[src/shared/ssf_map.vh]
// Constants for the serial memory front end
// Function
// - Select low makes the device active; select high puts it in standby.
// - A write cycle already begun completes before standby is entered.
// - Serial output is never driven while select is high.
// - Instruction, address and data bits are captured on rising serial clock.
// - Serial output changes only after a falling serial clock edge.
// - Pause after a sequence started suspends it and keeps its state.
// - Pause falling while serial clock is low takes effect at once.
// - Pause falling while serial clock is high waits for next falling edge.
// - While paused, serial input and clock edges shift nothing.
// - While paused, serial output is not driven.
// - Lowering pause stops driving serial output at once, any clock level.
// - Everything is shifted most significant bit first.
// - Codes: memory read 03, memory write 02, status read 05, status write 01.
// - Memory commands carry a 16-bit address whose top bit is ignored.
// - Burst address advances after each byte and wraps from top to zero.
`ifndef SSF_MAP_VH
`define SSF_MAP_VH

`define SSF_CMD_MEM_RD    8'h03
`define SSF_CMD_MEM_WR    8'h02
`define SSF_CMD_STAT_RD   8'h05
`define SSF_CMD_STAT_WR   8'h01

`define SSF_CMD_LAST_BIT  5'h07
`define SSF_ADDR_LAST_BIT 5'h0f
`define SSF_BYTE_LAST_BIT 5'h07

`define SSF_ADDR_TOP      15'h7fff
`define SSF_ADDR_ZERO     15'h0000
`define SSF_STATUS_RST    8'h00

`endif

[src/rtl/ssf_front_end.v]
// Serial link front end of a byte-wide memory, target side
`timescale 1ns/10ps
`default_nettype none
`include "ssf_map.vh"
module ssf_front_end #(
  parameter AW = 15,
  parameter DW = 8
) (
  input  wire          sys_clk,
  input  wire          arst_n,
  input  wire          device_select_n,
  input  wire          sck,
  input  wire          serial_in,
  input  wire          pause_n,
  output reg           serial_out,
  output wire          serial_out_oe,
  output reg  [AW-1:0] mem_addr,
  output reg           mem_rd_req,
  input  wire [DW-1:0] mem_rd_data,
  output reg           mem_wr_req,
  output reg  [DW-1:0] mem_wr_data,
  input  wire          mem_busy,
  output reg  [DW-1:0] status_value,
  output reg           standby
);

  ////////////////////////////////////////////////////////////////////////////
  // Sequence states

  localparam [2:0] ST_CMD  = 3'd0;
  localparam [2:0] ST_ADDR = 3'd1;
  localparam [2:0] ST_RD   = 3'd2;
  localparam [2:0] ST_WR   = 3'd3;
  localparam [2:0] ST_SRD  = 3'd4;
  localparam [2:0] ST_SWR  = 3'd5;
  localparam [2:0] ST_SKIP = 3'd6;

  ////////////////////////////////////////////////////////////////////////////
  // Pin synchronisation and clock edge detection

  wire [3:0] pins_s;
  wire       cs_n_s;
  wire       sck_s;
  wire       si_s;
  wire       pause_n_s;
  reg        sck_d_r;
  wire       sck_rise;
  wire       sck_fall;
  wire       selected;
  wire       pause_now;
  wire       paused;
  wire       act_rise;
  wire       act_fall;

  ssf_sync #(
    .WIDTH   (4),
    .RST_VAL (4'h9)
  ) u_sync (
    .clk      (sys_clk),
    .arst_n   (arst_n),
    .async_in ({device_select_n, sck, serial_in, pause_n}),
    .sync_out (pins_s)
  );

  assign cs_n_s    = pins_s[3];
  assign sck_s     = pins_s[2];
  assign si_s      = pins_s[1];
  assign pause_n_s = pins_s[0];
  assign selected  = ~cs_n_s;

  always @(posedge sys_clk or negedge arst_n) begin
    if (!arst_n) begin
      sck_d_r <= 1'b0;
    end else begin
      sck_d_r <= sck_s;
    end
  end

  assign sck_rise = sck_s & ~sck_d_r;
  assign sck_fall = ~sck_s & sck_d_r;

  ////////////////////////////////////////////////////////////////////////////
  // Pause handling

  reg started_r;

  ssf_pause_ctl u_pause (
    .sys_clk   (sys_clk),
    .arst_n    (arst_n),
    .selected  (selected),
    .started   (started_r),
    .pause_n_s (pause_n_s),
    .sck_s     (sck_s),
    .pause_now (pause_now),
    .paused    (paused)
  );

  // Edges seen while paused are dropped, sequence state is untouched
  assign act_rise = selected & sck_rise & ~pause_now;
  // The fall that carries a delayed pause still shifts, so resume loses no bit
  assign act_fall = selected & sck_fall & ~paused;

  ////////////////////////////////////////////////////////////////////////////
  // Receive sequencer

  reg  [2:0]    state_r;
  reg  [2:0]    state_nxt;
  reg  [4:0]    cnt_r;
  reg  [4:0]    cnt_nxt;
  reg  [15:0]   shin_r;
  wire [15:0]   shin_nxt;
  reg           is_rd_r;
  reg           is_rd_nxt;
  reg  [AW-1:0] addr_r;
  reg  [AW-1:0] addr_nxt;
  reg  [AW-1:0] addr_inc;
  reg           rd_go;
  reg           wr_go;
  reg           swr_go;
  reg           srd_go;

  assign shin_nxt = {shin_r[14:0], si_s};

  always @* begin
    addr_inc = addr_r + {{(AW-1){1'b0}}, 1'b1};
    if (addr_r == `SSF_ADDR_TOP) begin
      addr_inc = `SSF_ADDR_ZERO;
    end
  end

  always @* begin
    state_nxt = state_r;
    cnt_nxt   = cnt_r;
    is_rd_nxt = is_rd_r;
    addr_nxt  = addr_r;
    rd_go     = 1'b0;
    wr_go     = 1'b0;
    swr_go    = 1'b0;
    srd_go    = 1'b0;
    if (act_rise) begin
      cnt_nxt = cnt_r + 5'h01;
      case (state_r)
        ST_CMD: begin
          if (cnt_r == `SSF_CMD_LAST_BIT) begin
            cnt_nxt = 5'h00;
            case (shin_nxt[7:0])
              `SSF_CMD_MEM_RD: begin
                state_nxt = ST_ADDR;
                is_rd_nxt = 1'b1;
              end
              `SSF_CMD_MEM_WR: begin
                state_nxt = ST_ADDR;
                is_rd_nxt = 1'b0;
              end
              `SSF_CMD_STAT_RD: begin
                state_nxt = ST_SRD;
                srd_go    = 1'b1;
              end
              `SSF_CMD_STAT_WR: begin
                state_nxt = ST_SWR;
              end
              default: begin
                state_nxt = ST_SKIP;
              end
            endcase
          end
        end
        ST_ADDR: begin
          if (cnt_r == `SSF_ADDR_LAST_BIT) begin
            cnt_nxt  = 5'h00;
            // Top address bit is a don't care
            addr_nxt = shin_nxt[AW-1:0];
            if (is_rd_r) begin
              state_nxt = ST_RD;
              rd_go     = 1'b1;
            end else begin
              state_nxt = ST_WR;
            end
          end
        end
        ST_RD: begin
          if (cnt_r == `SSF_BYTE_LAST_BIT) begin
            cnt_nxt  = 5'h00;
            addr_nxt = addr_inc;
            rd_go    = 1'b1;
          end
        end
        ST_WR: begin
          if (cnt_r == `SSF_BYTE_LAST_BIT) begin
            cnt_nxt  = 5'h00;
            addr_nxt = addr_inc;
            wr_go    = 1'b1;
          end
        end
        ST_SWR: begin
          if (cnt_r == `SSF_BYTE_LAST_BIT) begin
            cnt_nxt   = 5'h00;
            swr_go    = 1'b1;
            state_nxt = ST_SKIP;
          end
        end
        ST_SRD: begin
          if (cnt_r == `SSF_BYTE_LAST_BIT) begin
            cnt_nxt = 5'h00;
          end
        end
        default: begin
          cnt_nxt = 5'h00;
        end
      endcase
    end
  end

  always @(posedge sys_clk or negedge arst_n) begin
    if (!arst_n) begin
      state_r   <= ST_CMD;
      cnt_r     <= 5'h00;
      shin_r    <= 16'h0000;
      is_rd_r   <= 1'b0;
      addr_r    <= `SSF_ADDR_ZERO;
      started_r <= 1'b0;
    end else if (!selected) begin
      // Partial bits are thrown away on deselect
      state_r   <= ST_CMD;
      cnt_r     <= 5'h00;
      shin_r    <= 16'h0000;
      started_r <= 1'b0;
    end else begin
      state_r <= state_nxt;
      cnt_r   <= cnt_nxt;
      is_rd_r <= is_rd_nxt;
      addr_r  <= addr_nxt;
      if (act_rise) begin
        shin_r    <= shin_nxt;
        started_r <= 1'b1;
      end
    end
  end

  ////////////////////////////////////////////////////////////////////////////
  // Memory and status requests

  // A completed byte commits even if select rises right after
  always @(posedge sys_clk or negedge arst_n) begin
    if (!arst_n) begin
      mem_addr     <= `SSF_ADDR_ZERO;
      mem_rd_req   <= 1'b0;
      mem_wr_req   <= 1'b0;
      mem_wr_data  <= {DW{1'b0}};
      status_value <= `SSF_STATUS_RST;
    end else begin
      mem_rd_req <= rd_go;
      mem_wr_req <= wr_go;
      if (rd_go) begin
        mem_addr <= addr_nxt;
      end else if (wr_go) begin
        mem_addr    <= addr_r;
        mem_wr_data <= shin_nxt[DW-1:0];
      end
      if (swr_go) begin
        status_value <= shin_nxt[DW-1:0];
      end
    end
  end

  // Standby waits for a running write cycle to finish
  always @(posedge sys_clk or negedge arst_n) begin
    if (!arst_n) begin
      standby <= 1'b1;
    end else begin
      standby <= cs_n_s & ~mem_busy & ~mem_wr_req;
    end
  end

  ////////////////////////////////////////////////////////////////////////////
  // Transmit path

  reg [DW-1:0] tx_buf_r;
  reg [DW-1:0] tx_sh_r;
  reg [2:0]    tx_cnt_r;
  reg          rd_pend_r;
  reg          out_act_r;
  wire         tx_phase;

  assign tx_phase = (state_r == ST_RD) | (state_r == ST_SRD);

  // Read data assumed valid one cycle after the request
  always @(posedge sys_clk or negedge arst_n) begin
    if (!arst_n) begin
      rd_pend_r <= 1'b0;
      tx_buf_r  <= {DW{1'b0}};
    end else begin
      rd_pend_r <= mem_rd_req;
      if (rd_pend_r) begin
        tx_buf_r <= mem_rd_data;
      end else if (srd_go) begin
        tx_buf_r <= status_value;
      end
    end
  end

  always @(posedge sys_clk or negedge arst_n) begin
    if (!arst_n) begin
      serial_out <= 1'b0;
      tx_sh_r    <= {DW{1'b0}};
      tx_cnt_r   <= 3'h0;
      out_act_r  <= 1'b0;
    end else if (!selected) begin
      tx_cnt_r  <= 3'h0;
      out_act_r <= 1'b0;
    end else if (act_fall && tx_phase) begin
      out_act_r <= 1'b1;
      tx_cnt_r  <= tx_cnt_r + 3'h1;
      if (tx_cnt_r == 3'h0) begin
        serial_out <= tx_buf_r[DW-1];
        tx_sh_r    <= {tx_buf_r[DW-2:0], 1'b0};
      end else begin
        serial_out <= tx_sh_r[DW-1];
        tx_sh_r    <= {tx_sh_r[DW-2:0], 1'b0};
      end
    end
  end

  // Pause level gates the driver directly, ahead of the pause itself
  assign serial_out_oe = selected & out_act_r & pause_n_s & ~paused;

endmodule // ssf_front_end
`default_nettype wire

[src/rtl/ssf_pause_ctl.v]
// Pause tracking for the serial front end
`timescale 1ns/10ps
`default_nettype none
module ssf_pause_ctl (
  input  wire sys_clk,
  input  wire arst_n,
  input  wire selected,
  input  wire started,
  input  wire pause_n_s,
  input  wire sck_s,
  output wire pause_now,
  output wire paused
);
  reg  paused_r;
  reg  paused_nxt;
  wire enter;

  // Low clock level covers both the immediate case and the wait for a fall
  assign enter = selected & started & ~pause_n_s & ~sck_s;

  always @* begin
    paused_nxt = paused_r;
    if (!selected) begin
      paused_nxt = 1'b0;
    end else if (paused_r) begin
      if (pause_n_s && !sck_s) begin
        paused_nxt = 1'b0;
      end
    end else if (enter) begin
      paused_nxt = 1'b1;
    end
  end

  always @(posedge sys_clk or negedge arst_n) begin
    if (!arst_n) begin
      paused_r <= 1'b0;
    end else begin
      paused_r <= paused_nxt;
    end
  end

  // Entry cycle already blocks any rise seen with it
  assign pause_now = paused_r | enter;
  assign paused    = paused_r;
endmodule // ssf_pause_ctl
`default_nettype wire

[src/rtl/ssf_sync.v]
// Two-stage synchroniser for asynchronous pins
`timescale 1ns/10ps
`default_nettype none
module ssf_sync #(
  parameter             WIDTH   = 4,
  parameter [WIDTH-1:0] RST_VAL = {WIDTH{1'b0}}
) (
  input  wire             clk,
  input  wire             arst_n,
  input  wire [WIDTH-1:0] async_in,
  output wire [WIDTH-1:0] sync_out
);
  genvar g;
  generate
    for (g = 0; g < WIDTH; g = g + 1) begin : g_bit
      reg meta_r;
      reg stable_r;
      always @(posedge clk or negedge arst_n) begin
        if (!arst_n) begin
          meta_r   <= RST_VAL[g];
          stable_r <= RST_VAL[g];
        end else begin
          meta_r   <= async_in[g];
          stable_r <= meta_r;
        end
      end
      assign sync_out[g] = stable_r;
    end
  endgenerate
endmodule // ssf_sync
`default_nettype wire

[config.mk]
export PLATFORM = sky130hd
export DESIGN_NAME = ssf_front_end
export DESIGN_NICKNAME = d
export VERILOG_FILES = /design/src/rtl/ssf_front_end.v /design/src/rtl/ssf_pause_ctl.v /design/src/rtl/ssf_sync.v
export VERILOG_INCLUDE_DIRS = /design/src /design/src/shared
export SDC_FILE = /design/constraint.sdc
export NUM_CORES = 1
export LEC_CHECK = 0
export BUFFER_PORTS_ARGS = -buffer_cell sky130_fd_sc_hd__buf_2
export CAP_MARGIN = 20
export CORE_MARGIN = 4
export CORE_UTILIZATION = 35
export CTS_CLUSTER_DIAMETER = 120
export CTS_CLUSTER_SIZE = 20
export DETAILED_ROUTE_END_ITERATION = 6
export PLACE_DENSITY_LB_ADDON = 0.2
export SLEW_MARGIN = 20
export SYNTH_ARGS = -nofsm -noshare
export SYNTH_HDL_FRONTEND = slang
export SYNTH_SLANG_ARGS = --single-unit
[constraint.sdc]
create_clock -name sys_clk -period 3.9 [get_ports sys_clk]
set_input_delay 0.195 -clock sys_clk [delete_from_list [all_inputs] [get_ports sys_clk]]
set_output_delay 0.195 -clock sys_clk [all_outputs]
set_load 0.05 [all_outputs]
## Word-level counts from Yosys, hierarchy flattened

Index checks and enable logic that the tools add are counted.

- Register bits: 105
- Input bits: 15
- Output and inout bits: 36
- Logic and storage cells: 139

- Add/sub/neg operators: 3
- Equal/unequal tests: 15
- Multiplexer cells: 50
- Bitwise logic cells: 25
- Reduce and logical (&&, ||, !) cells: 18

Operators with widths:

| cell | number |
|---|---|
| 15-bit 2-to-1 mux | 6 |
| 15-bit one-hot mux with 2 select lines | 1 |
| 14-bit 2-to-1 mux | 2 |
| 8-bit 2-to-1 mux | 3 |
| 1-bit 2-to-1 mux | 22 |
| 3-bit 2-to-1 mux | 7 |
| 5-bit 2-to-1 mux | 4 |
| 3-bit one-hot mux with 3 select lines | 2 |
| 8-bit by 2-bit equality test with 1-bit output, second input constant | 2 |
| 15-bit by 1-bit adder with 15-bit output, second input constant | 1 |
| 15-bit equality test, second input constant | 1 |
| 1-bit AND | 14 |
| 5-bit one-hot mux with 2 select lines | 1 |
| 5-bit AND reduction | 2 |
| 2-bit nonzero test | 5 |
| 3-bit by 2-bit inequality test with 1-bit output, second input constant | 3 |
| 1-bit inverter | 9 |
| 8-bit by 1-bit equality test with 1-bit output, second input constant | 1 |
| 8-bit by 3-bit equality test with 1-bit output, second input constant | 1 |
| 3-bit by 2-bit equality test with 1-bit output, second input constant | 2 |
| 3-bit equality test, second input constant | 2 |
| 3-bit logical NOT | 2 |
| 5-bit by 1-bit adder with 5-bit output, second input constant | 1 |
| 5-bit by 3-bit equality test with 1-bit output, second input constant | 1 |
| other kinds (11) | 16 |

## Depth between registers and ports, before layout

- Depth in word-level cells: 10
- Mapped depth: 13
- Gate-level depth less buffers: 10

## Cells and area by module

Synthesis repeated with hierarchy kept, for this count alone.

- Cells, all modules: 503
- Area total of the unflattened synthesis: 5,122.4 um^2

By module, submodules not included:

| module | times used | cells each | area each (um^2) | sequential area each (um^2) |
|---|---|---|---|---|
| ssf_front_end | 1 | 486 | 4,829.6 | 2,378.5 |
| ssf_sync | 1 | 12 | 235.2 | 205.2 |
| ssf_pause_ctl | 1 | 5 | 57.6 | 25.0 |

## Worst setup path before layout

No wires, ideal clock.

- Path type: reg2reg
- Start: register cnt_r[0]
- End: register mem_addr[11]
- Setup time: 138 ps
- Arrival time: 2,416 ps
- Required time: 3,762 ps
- Path slack: 1,346 ps
- Stages on the path, launching flop included: 13
- Path buffers: 3
- Clock period less this slack: 2,554 ps
- Path through: dfrtp_1 > ha_1 > nand3_1 > inv_1 > ha_1 > clkbuf_1 > nor4bb_1 > buf_2 > a22o_1 > nand2_1 > clkbuf_1 > a222oi_1 > o21ai_0

- Cells in the longest elaborated chain, start to end: 5
- Elaborated cells on any way between the ends: 14
- Classes of those cells: eq/ne: 2; mux: 11; reduce/logical: 1

RTL lines:

| element | RTL line | text |
|---|---|---|
| start: declaration | ssf_front_end.v:108 | `reg [4:0] cnt_r;` |
| start signal: assignment | ssf_front_end.v:230 | `cnt_r <= cnt_nxt;` |
| 5-bit by 3-bit equality test with 1-bit output (no source line) / 5-bit by 4-bit equality test with 1-bit output (equally long branches) | n/a |  |
| 15-bit 2-to-1 mux (tied with other cells) | ssf_front_end.v:182, ssf_front_end.v:189 |  |
| 15-bit one-hot mux with 2 select lines (tied with other cells) | ssf_front_end.v:142 | `case (state_r)` |
| 15-bit 2-to-1 mux / 1-bit 2-to-1 mux (equally long branches) | ssf_front_end.v:140 | `if (act_rise) begin` |
| 15-bit 2-to-1 mux / 2-bit nonzero test (equally long branches) | n/a |  |
| end signal: assignment | ssf_front_end.v:246 | `` mem_addr <= `SSF_ADDR_ZERO; `` |
| end signal: assignment | ssf_front_end.v:255 | `mem_addr <= addr_nxt;` |
| end signal: assignment | ssf_front_end.v:257 | `mem_addr <= addr_r;` |
| end: declaration | ssf_front_end.v:17 | `output reg [AW-1:0] mem_addr,` |

Several ways; a longest one is shown, not always the timed one.
A chain may end at the register's enable or synchronous reset.

## Final worst setup path

- Start: register cnt_r[0]
- End: register mem_addr[3]

The elaborated chain is that of the path after synthesis.

==> impl_metrics.toml <==
[outcome]
status = "complete, no violations"

[die]
design.die.area_um2 = 16800
core_um2 = 14500
io_pins = 51
die_w_um = 129
dieHeight_um = 129
start_util_pct = 35.7
row_count = 44

[cells_and_area]
nets = 560
drive_gt1_share_pct = 22.2
fin_util_pct = 40.7
synthToLayoutAreaGrowth_pct = 14.3
fill_cells = 1423
fin_cells = 728
antenna_cells = 0

[clock_network]
cts_tree = "done"
clk_pin_slew_ns = 0.07
cts_sinks = 104
numCtsBuffers = 9
cts-root-buf = "clkbuf_16"
cts_setup_buffers = 0
clock_path_buffers = 2
post_cts_resized = 0
cts_hold_buf = 5
h-tree-depth = 3
clkLatencyLatePin_ns = 0.35

[logic_synthesis]
yosys.area.top_type = "dfrtp_1"
synthArstFlopShare_pct = 100
synth_area_leaders = "dfrtp_1 48%, mux2_2 7.4%, nand2_1 3.8%"
yosysWarnings = 0
synth_seq_area_share_pct = 50.5
netlist.area_leader.share_pct = 48.0
synth_cells = 505
avgSynthCellArea_um2 = 10.2
ys.flop_type = "dfrtp_1"
synth_area_um2 = 5160
synth_edf_count = 0
yosys_register_bits = 104
ys_types = 62
synthesis.nets = 526

[routing]
final_antenna_net_count = 0
first_pass_iters = 5
viasPerCell = 5.57
drc_errors = 0
wl_mm = 13.4
wl_per_cell_um = 18.3
vias = 4058
drtIter0Drc = 244

[timing]
relSlewSlack_pct = 40.3
fmax_mhz = 318
tns_ns = 0
hold_viol = 0
rsz0062_at_grt = "false"
setup_viol = 0
final_max_slew_viol_count = 0
period_needed_ns = 3.14
finalCritPeriodShare_pct = 80.6
finClkSkew_ns = 0.00576
tightest_slew_ns = 0.894

[worst_setup_path]
path_class = "reg2reg"
slowest_delay_ns = 0.60
timing.rr.start = "cnt_r[0]$_DFFE_PN0P_"
critPathBufInv = 3
worst_setup_path_start_kind = "flop"
endpoint_kind = "flop"
worstPathMaxFanout = 19
required_ns = 4.17
cp_slowest_cell = "ha_1"
cp-startpoint = "cnt_r[0]$_DFFE_PN0P_"
worstPathCellList = "ha_1 -> nand3_1 -> inv_1 -> ha_1 -> nor4bb_1 -> buf_4 -> a32oi_1 -> nand2b_1 -> inv_1 -> o211ai_1 -> o211ai_1"
critPathArrivalTime_ns = 3.41
crit_family = "adder cells"

[pwr]
power_density_nw_per_um2 = 342
p_switching_uw = 454
p_leak_nw = 2.75
vdd_drop_max_mv = 0.172
pwr-share-clk_pct = 42.4
seq_power_share_pct = 54.6
internal_power_mw = 1.56
switching_share_pct = 22.5
comb_power_share_pct = 3.0

[placement]
dpl.cell_count = 706
dp_hpwl_mm = 9.04
io_buffers = 50
place.gp.congestion = 0.834

[run]
drv_cap = 0

[min_path]
hp-start = "mem_rd_data[7]"
hold_class = "in2reg"

[grt]
grt-ovfl-total = 0
grt_max_degree = 77
grt_pass1_wl_mm = 22.5
antenna_found_initial = 0
first_global_vias = 4180
grt_util_all_layers_pct = 17.1
[sequential cells by signal, indices dropped and copies added (netlist names), 3 cells and up]
name                   count
cnt_r                      5
addr_r                    15
mem_addr                  15
tx_sh_r                    7
tx_buf_r                   8
u_sync.g_bit.meta_r        4
status_value               8
u_sync.g_bit.stable_r      4
mem_wr_data                8
shin_r                    14
state_r                    3
tx_cnt_r                   3
[worst reg2reg max path, delay by kind of cell, from the launching register on]
family          cells  cell delay (ns)
flops               1             0.38
fa+ha+maj           2             0.83
compound gates      3             0.38
simple gates        3             0.69
buf+inv             3             0.79
[Yosys cell counts, drive strengths merged, types with 7 or more instances]
| cell type | count |
|---|---|
| a22o | 13 |
| nor2b | 7 |
| mux2 | 34 |
| nor3 | 10 |
| nand4 | 9 |
| nand3 | 15 |
| a21o | 10 |
| nand2 | 52 |
| nor2 | 29 |
| clkbuf | 26 |
| a22oi | 10 |
| buf | 16 |
| mux2i | 11 |
| o21ai | 31 |
| inv | 13 |
| dfrtp | 99 |
| a21oi | 22 |
[layer usage]
| metal | global-route usage [%] | wire (um) | vias to the layer above |
|---|---|---|---|
| li1 | - | - | 1925 |
| met1 | 23.8 | 6340 | 2019 |
| met2 | 26.7 | 6210 | 97 |
| met3 | 3.79 | 605 | 17 |
| met4 | 5.32 | 204 | 0 |
| met5 | 0 | 0 | - |
[cells in the final DEF (no fill, tap or decap), types with 5 or more instances in the layout]
| cell type | count |
|---|---|
| o21ai_0 | 29 |
| inv_1 | 13 |
| nand3_1 | 14 |
| a22o_1 | 13 |
| clkbuf_16 | 9 |
| buf_4 | 9 |
| dlygate4sd3_1 | 6 |
| dfstp_2 | 5 |
| dfrtp_1 | 99 |
| o221ai_1 | 5 |
| nor3_1 | 9 |
| nor4_1 | 5 |
| mux2_2 | 34 |
| a21oi_1 | 22 |
| nor2_1 | 29 |
| nand2_1 | 52 |
| a22oi_1 | 10 |
| a21o_1 | 10 |
| mux2i_1 | 11 |
| nor2b_1 | 7 |
| buf_2 | 49 |
| nand4_1 | 9 |
| ha_1 | 6 |
[metrics by stage]
stage / total power, mW / cell area [um2] / hold WS, ns / setup WS (ns)
after floorplan: 1.14 / 5160 / -0.101 / 1.35
after global placement: 1.18 / 5560 / 0.300 / 0.866
after detailed placement: 1.18 / 5560 / 0.301 / 0.781
after CTS: 2.04 / 5880 / 0.0613 / 0.749
after global routing: 2.10 / 5900 / 0.202 / 0.380
final: 2.01 / 5900 / 0.197 / 0.755
[layout make-up]
class	instances	area, um2	share of cell area (%)
clock buffer	12	246	4.18
clock inverter	4	31.3	0.530
inverter	14	52.6	0.891
multi-input combinational	345	2340	39.8
sequential	104	2610	44.2
tap	184	230	3.90
timing repair buffer	65	384	6.51
[power groups by stage]
stage	clock network, mW	registers [mW]	logic, mW
after floorplan	0	1.12	0.0222
after global placement	0	1.12	0.0575
after detailed placement	0	1.12	0.0587
after CTS	0.882	1.10	0.0630
after global routing	0.929	1.10	0.0719
final	0.854	1.10	0.0613
[cell families after synthesis]
kind of cell / Yosys count / share of synthesized area (%)
flip-flops: 104 / 50.5
multiplexers: 45 / 9.55
AO/OA/AOI/OAI: 133 / 18.1
XOR/XNOR: 6 / 1.02
AND/OR/NAND/NOR: 155 / 15.0
adder cells (fa/ha/maj): 6 / 1.45
buffers and inverters: 56 / 4.39
[worst paths after layout]
kind | end | slack (ns) | cells after the start
setup reg to reg | mem_addr[3]$_DFFE_PN0P_ | 0.76 | 11
hold reg to reg | u_sync.g_bit[2].stable_r$_DFF_PN0_ | 0.35 | 0
hold / removal | tx_buf_r[7]$_DFFE_PN0P_ | 0.20 | 3
min in group asynchronous | mem_wr_req$_DFF_PN0_ | 0.45 | 2
setup / recovery | mem_addr[3]$_DFFE_PN0P_ | 0.76 | 11
max in group asynchronous | status_value[6]$_DFFE_PN0P_ | 2.59 | 3
(Power assumes the default switching activity.)
